File: src/erase_seq_defs.svh
// timing counts, opcodes and field positions for the erase sequencer
// assumes a 25 MHz system clock and a 4 MB array
`ifndef ERASE_SEQ_DEFS_SVH
`define ERASE_SEQ_DEFS_SVH

// ----------------------------------------------------------------
// opcodes
// ----------------------------------------------------------------
`define OP_WR_ENABLE 8'h06
`define OP_WR_DISABLE 8'h04
`define OP_RD_STATUS 8'h05
`define OP_SECT_ERASE 8'h20
`define OP_HALF_ERASE 8'h52
`define OP_FULL_ERASE 8'hD8
`define OP_CHIP_ERASE_A 8'hC7
`define OP_CHIP_ERASE_B 8'h60
`define OP_PAUSE 8'h75
`define OP_RESUME 8'h7A

// ----------------------------------------------------------------
// frame lengths in bits
// ----------------------------------------------------------------
`define BITS_OPCODE 6'h08
`define BITS_ADDR_CMD 6'h20

// ----------------------------------------------------------------
// array geometry, region sizes as log2 of bytes
// ----------------------------------------------------------------
`define MEM_AW 22
`define SECT_LOG2 5'h0C
`define HALF_LOG2 5'h0F
`define FULL_LOG2 5'h10

// ----------------------------------------------------------------
// status byte bit positions
// ----------------------------------------------------------------
`define ST_BUSY 0
`define ST_WR_LATCH 1
`define ST_BP_LO 2
`define ST_FROM_BOT 5
`define ST_GRAN 6
`define ST_PAUSE_BIT 7

// ----------------------------------------------------------------
// times in their own units, clock rate, derived cycle counts
// ----------------------------------------------------------------
`define MCLK_MHZ 25
`define SECT_ERASE_TIME_US 30
`define HALF_BLOCK_ERASE_TIME_US 120
`define FULL_BLOCK_ERASE_TIME_US 150
`define WHOLE_ARRAY_ERASE_TIME_US 10000
`define PAUSE_LATENCY_US 20
`define RESUME_BUSY_NS 200
`define SECT_ERASE_CYC (`SECT_ERASE_TIME_US * `MCLK_MHZ)
`define HALF_ERASE_CYC (`HALF_BLOCK_ERASE_TIME_US * `MCLK_MHZ)
`define FULL_ERASE_CYC (`FULL_BLOCK_ERASE_TIME_US * `MCLK_MHZ)
`define CHIP_ERASE_CYC (`WHOLE_ARRAY_ERASE_TIME_US * `MCLK_MHZ)
`define PAUSE_LATENCY_CYC (`PAUSE_LATENCY_US * `MCLK_MHZ)
`define RESUME_BUSY_CYC ((`RESUME_BUSY_NS * `MCLK_MHZ) / 1000)

`endif

File: src/erase_seq_pkg.sv
// types shared by the erase sequencer and its surroundings
// assumes erase_seq_defs.svh for the widths
package erase_seq_pkg;

  // ----------------------------------------------------------------
  // erase region kinds and sequencer states
  // ----------------------------------------------------------------
  typedef enum logic [1:0] {
    KIND_SECT = 2'b00,
    KIND_HALF = 2'b01,
    KIND_FULL = 2'b10,
    KIND_CHIP = 2'b11
  } erase_kind_e;

  typedef enum logic [1:0] {
    ST_IDLE = 2'b00,
    ST_ERASE = 2'b01,
    ST_PAUSING = 2'b10,
    ST_PAUSED = 2'b11
  } seq_state_e;

  // ----------------------------------------------------------------
  // protection settings and array erase command
  // ----------------------------------------------------------------
  typedef struct packed {
    logic protect_granularity_bit;
    logic protect_from_bottom_bit;
    logic block_protect_hi;
    logic block_protect_mid;
    logic block_protect_lo;
  } protect_cfg_s;

  typedef struct packed {
    logic active;
    erase_kind_e kind;
    logic [23:0] base;
  } erase_cmd_s;

endpackage : erase_seq_pkg

File: src/serial_flash_erase_suspend.sv
// erase and erase pause/resume command logic of a serial flash
// assumes spi mode 0 from the host, pins asynchronous to mclk_i,
// and an array that erases the region shown on erase_cmd_o while active
//
// Function
// - opcode 20h plus 24-bit address erases the addressed 4 KB sector
// - opcode 52h plus 24-bit address erases the addressed 32 KB block
// - opcode D8h plus 24-bit address erases the addressed 64 KB block
// - opcode C7h or 60h, no address, erases the whole array
// - erase refused unless the write enable latch is set
// - erase discarded unless chip select rises right after the last byte
// - valid erase starts on chip select rise, busy high until done
// - read status stays available while erasing
// - write enable latch cleared when an erase completes
// - sector or block erase refused when its region is protected
// - whole array erase refused if any block protect bit is set
// - pause accepted only when not paused, busy, and sector/block erase
// - pause ignored during whole array erase or program
// - pause sets paused flag at once, busy falls within pause latency
// - no status write or erase while paused; other access allowed
// - resume clears paused flag at once, busy back within 200 ns
// - resume accepted only when paused and not busy
// - after power loss paused flag is clear, resume ignored
`timescale 1ns/1ps
`include "erase_seq_defs.svh"

module serial_flash_erase_suspend #(
  parameter int unsigned SECT_CYC = `SECT_ERASE_CYC,
  parameter int unsigned HALF_CYC = `HALF_ERASE_CYC,
  parameter int unsigned FULL_CYC = `FULL_ERASE_CYC,
  parameter int unsigned CHIP_CYC = `CHIP_ERASE_CYC
) (
  // clock and reset
  input wire logic mclk_i,
  input wire logic sys_rst_i,
  // spi pins from the host
  input wire logic spi_cs_n_i,
  input wire logic spi_sclk_i,
  input wire logic spi_mosi_i,
  output logic spi_miso_o,
  output logic spi_miso_oe_n_o,
  // protection settings
  input wire erase_seq_pkg::protect_cfg_s protect_cfg_i,
  // array side and status
  output erase_seq_pkg::erase_cmd_s erase_cmd_o,
  output logic busy_o,
  output logic write_enable_latch_o,
  output logic erase_paused_flag_o
);

  localparam int PAUSE_CYC_I = `PAUSE_LATENCY_CYC;
  localparam int RESUME_CYC_I = `RESUME_BUSY_CYC;
  localparam logic [31:0] PAUSE_CYC = 32'(`PAUSE_LATENCY_CYC);

  // ----------------------------------------------------------------
  // pin sampling: three flops, change counts when 2nd and 3rd agree
  // ----------------------------------------------------------------
  logic [2:0] sy1;
  logic [2:0] sy2;
  logic [2:0] sy3;
  logic [2:0] pin_f;
  logic [2:0] pin_d;
  logic [2:0] pin_raw;

  assign pin_raw = {spi_mosi_i, spi_sclk_i, spi_cs_n_i};

  always_ff @(posedge mclk_i) begin
    if (sys_rst_i) begin
      sy1 <= 3'h1;
      sy2 <= 3'h1;
      sy3 <= 3'h1;
      pin_f <= 3'h1;
      pin_d <= 3'h1;
    end else begin
      sy1 <= pin_raw;
      sy2 <= sy1;
      sy3 <= sy2;
      for (int i = 0; i < 3; i++) begin
        if (sy2[i] == sy3[i]) begin
          pin_f[i] <= sy3[i];
        end
      end
      pin_d <= pin_f;
    end
  end

  logic cs_n;
  logic mosi;
  logic cs_fall;
  logic cs_rise;
  logic sclk_rise;
  logic sclk_fall;

  assign cs_n = pin_f[0];
  assign mosi = pin_f[2];
  assign cs_fall = pin_d[0] & ~pin_f[0];
  assign cs_rise = ~pin_d[0] & pin_f[0];
  assign sclk_rise = ~cs_n & ~pin_d[1] & pin_f[1];
  assign sclk_fall = ~cs_n & pin_d[1] & ~pin_f[1];

  // ----------------------------------------------------------------
  // frame shifter and bit count
  // ----------------------------------------------------------------
  logic [31:0] shreg;
  logic [5:0] bitcnt;

  always_ff @(posedge mclk_i) begin
    if (sys_rst_i) begin
      shreg <= 32'h0000_0000;
      bitcnt <= 6'h00;
    end else if (cs_fall) begin
      bitcnt <= 6'h00;
    end else if (sclk_rise) begin
      shreg <= {shreg[30:0], mosi};
      if (bitcnt != 6'h3F) begin
        bitcnt <= bitcnt + 6'h01;
      end
    end
  end

  // opcode is the first byte; position depends on frame length
  logic [7:0] opcode;
  logic [23:0] addr;
  logic len_op;
  logic len_addr;

  assign len_op = (bitcnt == `BITS_OPCODE);
  assign len_addr = (bitcnt == `BITS_ADDR_CMD);
  assign opcode = len_addr ? shreg[31:24] : shreg[7:0];
  assign addr = shreg[23:0];

  // ----------------------------------------------------------------
  // protection check
  // ----------------------------------------------------------------
  function automatic logic prot_hit(
    input erase_seq_pkg::protect_cfg_s cfg,
    input logic [23:0] base,
    input erase_seq_pkg::erase_kind_e kind
  );
    logic [2:0] bp;
    logic [4:0] plog;
    logic [4:0] rlog;
    logic [24:0] plen;
    logic [24:0] rstart;
    logic [24:0] rend;
    logic [24:0] msize;
    bp = {cfg.block_protect_hi, cfg.block_protect_mid,
          cfg.block_protect_lo};
    msize = 25'h1 << `MEM_AW;
    unique case (kind)
      erase_seq_pkg::KIND_SECT: rlog = `SECT_LOG2;
      erase_seq_pkg::KIND_HALF: rlog = `HALF_LOG2;
      default: rlog = `FULL_LOG2;
    endcase
    if (cfg.protect_granularity_bit) begin
      plog = (bp >= 3'h4) ? `HALF_LOG2 : 5'(`SECT_LOG2 + 5'(bp) - 5'h01);
    end else begin
      plog = 5'(`FULL_LOG2 + 5'(bp) - 5'h01);
    end
    plen = (bp == 3'h7) ? msize : 25'h1 << plog;
    // low address bits dropped, region from upper bits only
    rstart = {1'b0, base & ~((24'h1 << rlog) - 24'h1)};
    rstart = rstart & (msize - 25'h1);
    rend = rstart + (25'h1 << rlog);
    if (bp == 3'h0) begin
      prot_hit = 1'b0;
    end else if (cfg.protect_from_bottom_bit) begin
      prot_hit = rstart < plen;
    end else begin
      prot_hit = rend > (msize - plen);
    end
  endfunction : prot_hit

  logic bp_any;
  assign bp_any = protect_cfg_i.block_protect_hi |
                  protect_cfg_i.block_protect_mid |
                  protect_cfg_i.block_protect_lo;

  // ----------------------------------------------------------------
  // command decode at chip select rise
  // ----------------------------------------------------------------
  erase_seq_pkg::seq_state_e state;
  logic wr_latch;
  logic paused;
  logic busy;
  logic is_addr_erase;
  logic is_chip_erase;
  erase_seq_pkg::erase_kind_e dec_kind;
  logic erase_start;
  logic accept_pause;
  logic accept_resume;
  logic erase_done;

  assign busy = (state == erase_seq_pkg::ST_ERASE) |
                (state == erase_seq_pkg::ST_PAUSING);

  always_comb begin
    is_addr_erase = 1'b0;
    dec_kind = erase_seq_pkg::KIND_CHIP;
    unique case (opcode)
      `OP_SECT_ERASE: begin
        is_addr_erase = 1'b1;
        dec_kind = erase_seq_pkg::KIND_SECT;
      end
      `OP_HALF_ERASE: begin
        is_addr_erase = 1'b1;
        dec_kind = erase_seq_pkg::KIND_HALF;
      end
      `OP_FULL_ERASE: begin
        is_addr_erase = 1'b1;
        dec_kind = erase_seq_pkg::KIND_FULL;
      end
      default: begin
      end
    endcase
  end

  assign is_chip_erase = len_op & ((opcode == `OP_CHIP_ERASE_A) |
                                   (opcode == `OP_CHIP_ERASE_B));

  // a frame of the wrong length is silently dropped
  assign erase_start = cs_rise & ~busy & ~paused & wr_latch &
    ((len_addr & is_addr_erase &
      ~prot_hit(protect_cfg_i, addr, dec_kind)) |
     (is_chip_erase & ~bp_any));

  // a pause on the last erase cycle is dropped, else the flag would stick
  assign accept_pause = cs_rise & len_op & (opcode == `OP_PAUSE) &
    ~paused & ~erase_done & (state == erase_seq_pkg::ST_ERASE) &
    (erase_cmd_o.kind != erase_seq_pkg::KIND_CHIP);

  assign accept_resume = cs_rise & len_op & (opcode == `OP_RESUME) &
    paused & (state == erase_seq_pkg::ST_PAUSED);

  // ----------------------------------------------------------------
  // erase sequencer
  // ----------------------------------------------------------------
  logic [31:0] timer;
  logic [31:0] pause_cnt;

  function automatic logic [31:0] erase_cycles(
    input erase_seq_pkg::erase_kind_e kind
  );
    unique case (kind)
      erase_seq_pkg::KIND_SECT: erase_cycles = SECT_CYC;
      erase_seq_pkg::KIND_HALF: erase_cycles = HALF_CYC;
      erase_seq_pkg::KIND_FULL: erase_cycles = FULL_CYC;
      erase_seq_pkg::KIND_CHIP: erase_cycles = CHIP_CYC;
    endcase
  endfunction : erase_cycles

  assign erase_done = (state == erase_seq_pkg::ST_ERASE) &
                      (timer <= 32'h0000_0001);

  // reset stands for power loss: no paused erase survives it
  always_ff @(posedge mclk_i) begin
    if (sys_rst_i) begin
      state <= erase_seq_pkg::ST_IDLE;
      timer <= 32'h0000_0000;
      pause_cnt <= 32'h0000_0000;
      erase_cmd_o <= '0;
    end else begin
      unique case (state)
        erase_seq_pkg::ST_IDLE: begin
          if (erase_start) begin
            state <= erase_seq_pkg::ST_ERASE;
            timer <= erase_cycles(is_chip_erase ?
                                  erase_seq_pkg::KIND_CHIP : dec_kind);
            erase_cmd_o.active <= 1'b1;
            erase_cmd_o.kind <= is_chip_erase ?
                                erase_seq_pkg::KIND_CHIP : dec_kind;
            erase_cmd_o.base <= is_chip_erase ? 24'h00_0000 : addr;
          end
        end
        erase_seq_pkg::ST_ERASE: begin
          if (erase_done) begin
            state <= erase_seq_pkg::ST_IDLE;
            timer <= 32'h0000_0000;
            erase_cmd_o.active <= 1'b0;
          end else if (accept_pause) begin
            state <= erase_seq_pkg::ST_PAUSING;
            pause_cnt <= PAUSE_CYC;
            timer <= timer - 32'h0000_0001;
          end else begin
            timer <= timer - 32'h0000_0001;
          end
        end
        erase_seq_pkg::ST_PAUSING: begin
          // array is halted at once; busy drops at the latency bound
          erase_cmd_o.active <= 1'b0;
          if (pause_cnt <= 32'h0000_0001) begin
            state <= erase_seq_pkg::ST_PAUSED;
          end else begin
            pause_cnt <= pause_cnt - 32'h0000_0001;
          end
        end
        erase_seq_pkg::ST_PAUSED: begin
          if (accept_resume) begin
            state <= erase_seq_pkg::ST_ERASE;
            erase_cmd_o.active <= 1'b1;
          end
        end
      endcase
    end
  end

  // paused flag: set on an accepted pause, cleared on resume
  always_ff @(posedge mclk_i) begin
    if (sys_rst_i) begin
      paused <= 1'b0;
    end else if (accept_pause) begin
      paused <= 1'b1;
    end else if (accept_resume) begin
      paused <= 1'b0;
    end
  end

  // write enable latch; completion clear loses to nothing else here
  always_ff @(posedge mclk_i) begin
    if (sys_rst_i) begin
      wr_latch <= 1'b0;
    end else if (erase_done) begin
      wr_latch <= 1'b0;
    end else if (cs_rise & len_op & ~busy) begin
      if (opcode == `OP_WR_ENABLE) begin
        wr_latch <= 1'b1;
      end else if (opcode == `OP_WR_DISABLE) begin
        wr_latch <= 1'b0;
      end
    end
  end

  // ----------------------------------------------------------------
  // status readout, served in every state
  // ----------------------------------------------------------------
  logic [7:0] status;
  logic [7:0] out_sh;
  logic rd_stat;

  always_comb begin
    status = 8'h00;
    status[`ST_BUSY] = busy;
    status[`ST_WR_LATCH] = wr_latch;
    status[`ST_BP_LO] = protect_cfg_i.block_protect_lo;
    status[`ST_BP_LO + 1] = protect_cfg_i.block_protect_mid;
    status[`ST_BP_LO + 2] = protect_cfg_i.block_protect_hi;
    status[`ST_FROM_BOT] = protect_cfg_i.protect_from_bottom_bit;
    status[`ST_GRAN] = protect_cfg_i.protect_granularity_bit;
    status[`ST_PAUSE_BIT] = paused;
  end

  // byte reloads every 8 link clock bits, then on every bit once bitcnt saturates at 63, so a poll of up to 7 status bytes sees live busy
  always_ff @(posedge mclk_i) begin
    if (sys_rst_i) begin
      rd_stat <= 1'b0;
      out_sh <= 8'h00;
      spi_miso_o <= 1'b0;
    end else if (cs_n) begin
      rd_stat <= 1'b0;
    end else if (sclk_rise && bitcnt[2:0] == 3'h7) begin
      if (rd_stat || (bitcnt == 6'h07 &&
                      {shreg[6:0], mosi} == `OP_RD_STATUS)) begin
        rd_stat <= 1'b1;
        out_sh <= status;
      end
    end else if (sclk_fall && rd_stat) begin
      spi_miso_o <= out_sh[7];
      out_sh <= {out_sh[6:0], 1'b0};
    end
  end

  assign spi_miso_oe_n_o = ~rd_stat;
  assign busy_o = busy;
  assign write_enable_latch_o = wr_latch;
  assign erase_paused_flag_o = paused;
endmodule : serial_flash_erase_suspend

File: config.mk
export PLATFORM = sky130hd
export DESIGN_NAME = serial_flash_erase_suspend
export DESIGN_NICKNAME = d
export VERILOG_FILES = /design/src/erase_seq_pkg.sv /design/src/serial_flash_erase_suspend.sv
export VERILOG_INCLUDE_DIRS = /design/src /design/src/src
export SDC_FILE = /design/constraint.sdc
export NUM_CORES = 1
export LEC_CHECK = 0
export BUFFER_PORTS_ARGS = -buffer_cell sky130_fd_sc_hd__buf_2
export CORE_ASPECT_RATIO = 0.9
export CORE_MARGIN = 1
export CORE_UTILIZATION = 40
export DETAILED_ROUTE_END_ITERATION = 10
export PLACE_DENSITY = 0.52
export SETUP_SLACK_MARGIN = 0.02
export SLEW_MARGIN = 25
export SYNTH_ARGS = -nofsm -noshare
export SYNTH_HDL_FRONTEND = slang
export SYNTH_SLANG_ARGS = --single-unit
File: constraint.sdc
create_clock -name mclk_i -period 12.8 [get_ports mclk_i]
set_input_delay 3.84 -clock mclk_i [delete_from_list [all_inputs] [get_ports mclk_i]]
set_output_delay 3.84 -clock mclk_i [all_outputs]
set_load 0.1 [all_outputs]
## After elaboration in Yosys (flattened, before gate mapping)

Index checks and enable logic that the tools add are counted.

- Register bits: 157
- Bits of input ports: 10
- Output and inout port bits: 32
- Logic and storage cells: 182

- $add $sub $neg: 10
- $lt $le $gt $ge: 5
- Equality and inequality tests: 36
- Shift-type cells: 3
- Multiplexer cells: 36
- Bitwise gates (word level): 44
- Reduce and logical (&&, ||, !) cells: 28

Operators by type and width:

| cell | count |
|---|---|
| 32-bit two-way mux | 5 |
| 32-bit case mux with 2 select lines | 2 |
| 32-bit case mux with 4 select lines | 1 |
| 32-bit by 1-bit <= comparator with 1-bit output (second input constant) | 2 |
| 32-bit by 1-bit subtractor with 32-bit output (second input constant) | 2 |
| 1-bit by 5-bit << shifter with 25-bit output (first input constant) | 2 |
| 8-bit by 7-bit == test with 1-bit output (second input constant) | 4 |
| 8-bit two-way mux | 4 |
| 27-bit two-way mux | 1 |
| 22-bit by 25-bit adder with 25-bit output | 1 |
| 1-bit AND | 25 |
| 25-bit > comparator | 1 |
| 22-bit by 25-bit less-than comparator with 1-bit output | 1 |
| 25-bit two-way mux | 1 |
| 23-bit by 25-bit subtractor with 25-bit output (first input constant) | 1 |
| 8-bit by 3-bit == test with 1-bit output (second input constant) | 3 |
| 24-bit two-way mux | 1 |
| 22-bit AND | 1 |
| 22-bit NOT | 1 |
| 1-bit by 5-bit << shifter with 22-bit output (first input constant) | 1 |
| 22-bit by 1-bit subtractor with 22-bit output (second input constant) | 1 |
| 8-bit == test (second input constant) | 2 |
| 2-bit != test (second input constant) | 7 |
| 2-bit two-way mux | 6 |
| 34 further kinds | 86 |

## Depth between registers and ports, before layout

- Depth after elaboration: 20
- Depth in mapped cells: 25
- Gate-level depth less buffers: 23

## Worst setup path after synthesis

Ideal clock, no wire load.

- Path kind: input to register
- Start point: input protect_cfg_i[0] (netlist name)
- End point: register state[0]
- Library setup time: 123 ps
- Arrival: 8694 ps
- Data required time: 12677 ps
- Slack: 3983 ps
- Cell stages on the path: 23
- Buffers on the path: 2
- Cells stage by stage: inv_1 ha_1 ha_1 clkbuf_1 nand2b_1 o21ai_1 clkbuf_1 nand3_1 ha_1 o21ai_0 a21oi_1 nand2b_1 mux2_2 o21ai_0 ha_1 a21o_1 nand3_1 a211oi_1 or4_1 a211oi_2 o41ai_4 nor4_4 mux2_1

- Word-level cells in the longest chain between the ends: 16
- Elaborated cells on any way between the ends: 25
- Those cells by class: 5 x add/sub; 3 x order compare; 2 x eq/ne; 1 x shift; 5 x mux; 7 x bitwise; 2 x reduce/logical

Ends and longest elaborated chain:

| item | line | text |
|---|---|---|
| start: declaration | serial_flash_erase_suspend.sv:43 | `input wire erase_seq_pkg::protect_cfg_s protect_cfg_i,` |
| 4-bit by 3-bit adder with 5-bit output (no source line) | -- |  |
| 5-bit by 1-bit subtractor with 5-bit output (no source line) | -- |  |
| 5-bit two-way mux | serial_flash_erase_suspend.sv:156 | `` plog = (bp >= 3'h4) ? `HALF_LOG2 : 5'(`SECT_LOG2 + 5'(bp) - 5'h01); `` |
| 5-bit two-way mux | serial_flash_erase_suspend.sv:155 | `if (cfg.protect_granularity_bit) begin` |
| 1-bit by 5-bit << shifter with 25-bit output | serial_flash_erase_suspend.sv:160 | `plen = (bp == 3'h7) ? msize : 25'h1 << plog;` |
| 25-bit two-way mux | serial_flash_erase_suspend.sv:160 |  |
| 23-bit by 25-bit subtractor with 25-bit output | serial_flash_erase_suspend.sv:170 | `prot_hit = rend > (msize - plen);` |
| 25-bit > comparator | serial_flash_erase_suspend.sv:170 |  |
| 1-bit two-way mux | serial_flash_erase_suspend.sv:167 | `end else if (cfg.protect_from_bottom_bit) begin` |
| 1-bit two-way mux | serial_flash_erase_suspend.sv:165 | `if (bp == 3'h0) begin` |
| 1-bit NOT | serial_flash_erase_suspend.sv:224 | `~prot_hit(protect_cfg_i, addr, dec_kind)) \|` |
| 1-bit AND | serial_flash_erase_suspend.sv:223 | `((len_addr & is_addr_erase &` |
| 1-bit OR (*) | serial_flash_erase_suspend.sv:224 |  |
| 1-bit AND (*) | serial_flash_erase_suspend.sv:222 | `assign erase_start = cs_rise & ~busy & ~paused & wr_latch &` |
| 2-bit != test (no source line) (*) | -- |  |
| 4-bit AND reduction (no source line) (*) | -- |  |
| end signal: assignment | serial_flash_erase_suspend.sv:258 | `state <= erase_seq_pkg::ST_IDLE;` |
| end signal: assignment | serial_flash_erase_suspend.sv:266 | `state <= erase_seq_pkg::ST_ERASE;` |
| end signal: assignment | serial_flash_erase_suspend.sv:277 | `state <= erase_seq_pkg::ST_IDLE;` |
| end: declaration | serial_flash_erase_suspend.sv:182 | `erase_seq_pkg::seq_state_e state;` |

Every way passes the cells marked *; elsewhere a longest branch is shown, timed or not.
A chain may end at the register's enable or synchronous reset.

## Final worst setup path

- Start point: input protect_cfg_i[0] (netlist name)
- End point: register timer[31]

- Word-level cells in the longest chain between the ends: 16
- Elaborated cells on any way between the ends: 25
- Those cells by class: 5 x add/sub; 3 x order compare; 2 x eq/ne; 1 x shift; 5 x mux; 7 x bitwise; 2 x reduce/logical

Ends and longest elaborated chain:

| item | line | text |
|---|---|---|
| 4-bit by 3-bit adder with 5-bit output (no source line) | -- |  |
| 5-bit by 1-bit subtractor with 5-bit output (no source line) | -- |  |
| 5-bit two-way mux | serial_flash_erase_suspend.sv:156 |  |
| 5-bit two-way mux | serial_flash_erase_suspend.sv:155 |  |
| 1-bit by 5-bit << shifter with 25-bit output | serial_flash_erase_suspend.sv:160 |  |
| 25-bit two-way mux | serial_flash_erase_suspend.sv:160 |  |
| 23-bit by 25-bit subtractor with 25-bit output | serial_flash_erase_suspend.sv:170 |  |
| 25-bit > comparator | serial_flash_erase_suspend.sv:170 |  |
| 1-bit two-way mux | serial_flash_erase_suspend.sv:167 |  |
| 1-bit two-way mux | serial_flash_erase_suspend.sv:165 |  |
| 1-bit NOT | serial_flash_erase_suspend.sv:224 |  |
| 1-bit AND | serial_flash_erase_suspend.sv:223 |  |
| 1-bit OR (*) | serial_flash_erase_suspend.sv:224 |  |
| 1-bit AND (*) | serial_flash_erase_suspend.sv:222 |  |
| 2-bit != test (no source line) (*) | -- |  |
| 2-bit AND reduction (no source line) (*) | -- |  |
| end signal: assignment | serial_flash_erase_suspend.sv:267 | `timer <= erase_cycles(is_chip_erase ?` |
| end signal: assignment | serial_flash_erase_suspend.sv:283 | `timer <= timer - 32'h0000_0001;` |
| end signal: assignment | serial_flash_erase_suspend.sv:285 | `timer <= timer - 32'h0000_0001;` |
| end: declaration | serial_flash_erase_suspend.sv:238 | `logic [31:0] timer;` |

Marks and branches as above.

==> results.toml <==
[outcome]
status = "finished with violations"
violations = "design-rule violations"

[route]
post_drt_wl_per_cell_um = 16.67
post_drt_via_cell_ratio = 5.523
met1Wirelength_mm = 13.42
drt_iter0_drc = 631
wl_met3_um = 879
wl_met2_mm = 11.54
vias = 8649
wl_mm = 26.10
ant_nets = 0
highest_layer = "met4"
detailedRoute.firstPassIterationCount = 8
drc_errors = 11

[synthesis]
ys_async_sr_fraction = 0
synthDistinctLibCells = 77
syn-cell-area_mm2 = 0.009638
yosysSeqAreaShare = 0.3261
ys_ff_latch = 157
netlist_instances = 1240
synth_warnings = 0
synth_edf_count = 0
synth_flop_cell = "dfxtp_1"
synth_area_per_cell_um2 = 7.773

[setup_path]
r2r_end = "timer[31]"
max_stage_delay_ns = 0.77
critPathMaxFanout = 32
rr_startpoint = "bitcnt[0]"
rrSetupSlack_ns = 5.97
critPathLaunchType = "primary input"
required_ns = 13.13
crit_top_cell = "ha_1"
path_class = "in -> reg"
end_kind = "flip-flop"
worst_path_max_delay_cell = "o311a_2"
r2r_cells = 21
arrival_ns = 10.35

[placement]
pre_cts_ws_ns = 2.382
place_congestion = 0.8851
portBuffers = 41
dpl.hpwl_mm = 18.34
dp_cells = 1536

[timing]
max-slew-margin-rel = 0.3376
finalClockSkew_ns = 0.01380
finalWorstSetupSlack_ns = 2.780
tns_ns = 0
setup_viol = 0
worstMarginPinSlew_ns = 0.9936
layout_min_cycle_time_ns = 10.02
hold_viol = 0
fin_crit_sh = 0.7828
maxSlewViolCount = 0
max_freq_mhz = 99.80
rsz0062_at_grt = "no"

[worst_hold_path]
holdPathStages = 1
worstHoldPathType = "reg -> reg"
worstHoldStart = "sy1[0]"
worstHoldEndpoint = "sy2[0]"

[clock_network]
cts_tree = "built"
cts_max_level = 4
root_buffer = "clkbuf_16"
post_cts.repair.setup_buffers = 0
holdBufCountCts = 0
ctsResizeCount = 0
insertion_delay_ns = 0.44
clock_sink_count = 157
cts_buffer_depth = 2
cts_made_buffers = 17
clk_transition_reported_paths_ns = 0.06

[finish]
drive_gt1_frac = 0.09335
antennaDiodeCount = 0
final_cell_mix = "nand2_1, dfxtp_1, a21oi_1"
fin_util = 0.4560
nNetsFinal = 1339
syn_to_final_growth_pct = 11.06
final_common_cell = "nand2_1"
instances_no_fill = 1566

[floorplan]
placementRows = 53
top_level_ports = 42
dieArea_mm2 = 0.02472
start_util = 0.4106
die_x_um = 165.6
coreArea_mm2 = 0.02348
fp.dieH_um = 149.3

[power_and_ir_drop]
power_density_mw_per_mm2 = 104.2
vdd_drop_max_mv = 0.06932
p_leak_nw = 4.050

[global_route]
grt_first_pass_wirelength_mm = 43.73
grt_pass1_vias = 8100
grt_start_max_net_pins = 91
gr-total-overflow = 0
antenna_found_initial = 0
grt.total_usage = 0.2177

[job]
maxCapViolations = 0
==> logic make-up (layout without fill, tap and decap cells) <==
logic type                 Yosys count  count (layout)  share of synthesized area
other                                2              23                  0.0007792
and+or+nand+nor                    538             538                     0.2735
adders and majority gates           76              76                    0.09866
xor gates and xnor gates            48              48                    0.04362
buffers and inverters              117             120                    0.05076
AOI/OAI and AO/OA                  285             285                     0.1882
DFF                                157             157                     0.3261
muxes                               17              17                    0.01830
==> flip-flops by register name, summed over array words and instances (netlist names) <==
signal,flops
pin_f,3
shreg,32
sy1,3
pin_d,2
out_sh,8
sy3,3
pause_cnt,32
bitcnt,6
rd_stat,1
write_enable_latch_o,1
spi_miso_o,1
erase_cmd_o,27
sy2,3
state,2
erase_paused_flag_o,1
timer,32
==> cells in the mapped netlist (4+ instances only) <==
library cell / n / area (µm²)
a31oi_1: 11 / 68.82
nand2b_1: 10 / 62.56
and3_1: 9 / 56.30
a21boi_0: 5 / 37.54
xor2_1: 21 / 183.9
or2_2: 11 / 68.82
o41ai_1: 4 / 35.03
a21o_1: 9 / 67.56
buf_6: 4 / 45.04
nor2_1: 125 / 469.2
nand2_1: 164 / 615.6
xnor2_1: 27 / 236.5
a21oi_1: 125 / 625.6
clkbuf_1: 64 / 240.2
o21ai_0: 31 / 155.2
or3_1: 12 / 75.07
mux2_2: 4 / 45.04
nor3b_1: 4 / 30.03
a221oi_1: 4 / 35.03
o31ai_1: 22 / 165.2
o211ai_1: 11 / 82.58
o22ai_1: 6 / 37.54
nand4_1: 15 / 93.84
ha_1: 76 / 950.9
and2_1: 9 / 56.30
or4_1: 8 / 60.06
and4_1: 4 / 35.03
buf_2: 10 / 50.05
a211oi_1: 14 / 105.1
nor2b_1: 20 / 125.1
nor4_1: 16 / 100.1
dfxtp_1: 157 / 3143
inv_1: 33 / 123.9
nand3_1: 67 / 335.3
nor3_1: 42 / 210.2
nor4b_1: 4 / 35.03
o311ai_0: 6 / 52.55
mux2i_1: 12 / 120.1
==> critical path: cells and delay by family <==
kind / cells / cell delay (ns)
AO/OA/AOI/OAI: 10 / 3.02
adder cells (fa/ha/maj): 4 / 0.99
buffers and inverters: 5 / 0.76
multiplexers: 1 / 0.33
AND/OR/NAND/NOR: 5 / 1.39
==> cell type report <==
type / count / area [µm²]
timing repair buffer: 56 / 320.3
clock inverter: 12 / 185.2
fill: 2427 / 12770
inverter: 34 / 127.6
clock buffer: 18 / 429.2
sequential: 157 / 3143
multi-input combinational: 987 / 6121
tap: 302 / 377.9
==> layer usage <==
layer	vias up	global-route usage
li1	4427	-
met1	4044	0.3133
met2	157	0.3411
met3	21	0.03423
met4	0	0.04813
met5	-	0
==> power breakdown <==
part,switching (mW),total (mW),internal (mW)
Clock,0.217,0.544,0.327
Sequential,0.000434,0.490,0.490
Combinational,0.0538,0.0823,0.0285
Total,0.271,1.12,0.845
==> worst max-delay path by stage <==
stage | startpoint | endpoint | slack [ns]
2_1_floorplan | protect_cfg_i[0] | state[0] | 3.98
3_3_place_gp | protect_cfg_i[0] | timer[18] | 2.64
3_5_place_dp | protect_cfg_i[0] | timer[18] | 2.38
4_1_cts | protect_cfg_i[0] | timer[31] | 2.84
5_1_grt | protect_cfg_i[0] | timer[31] | 2.20
6_report | protect_cfg_i[0] | timer[31] | 2.78
==> per-stage QoR <==
step	power [mW]	hold slack, ns	instance area (µm²)
global placement	0.5814	0.3948	10070
detailed placement	0.5809	0.3980	10090
CTS	1.124	0.4144	10700
finish	1.116	0.4121	10700
floorplan	0.5617	0.3895	9717
global route	1.160	0.4373	10700
(Power assumes the default switching activity.)
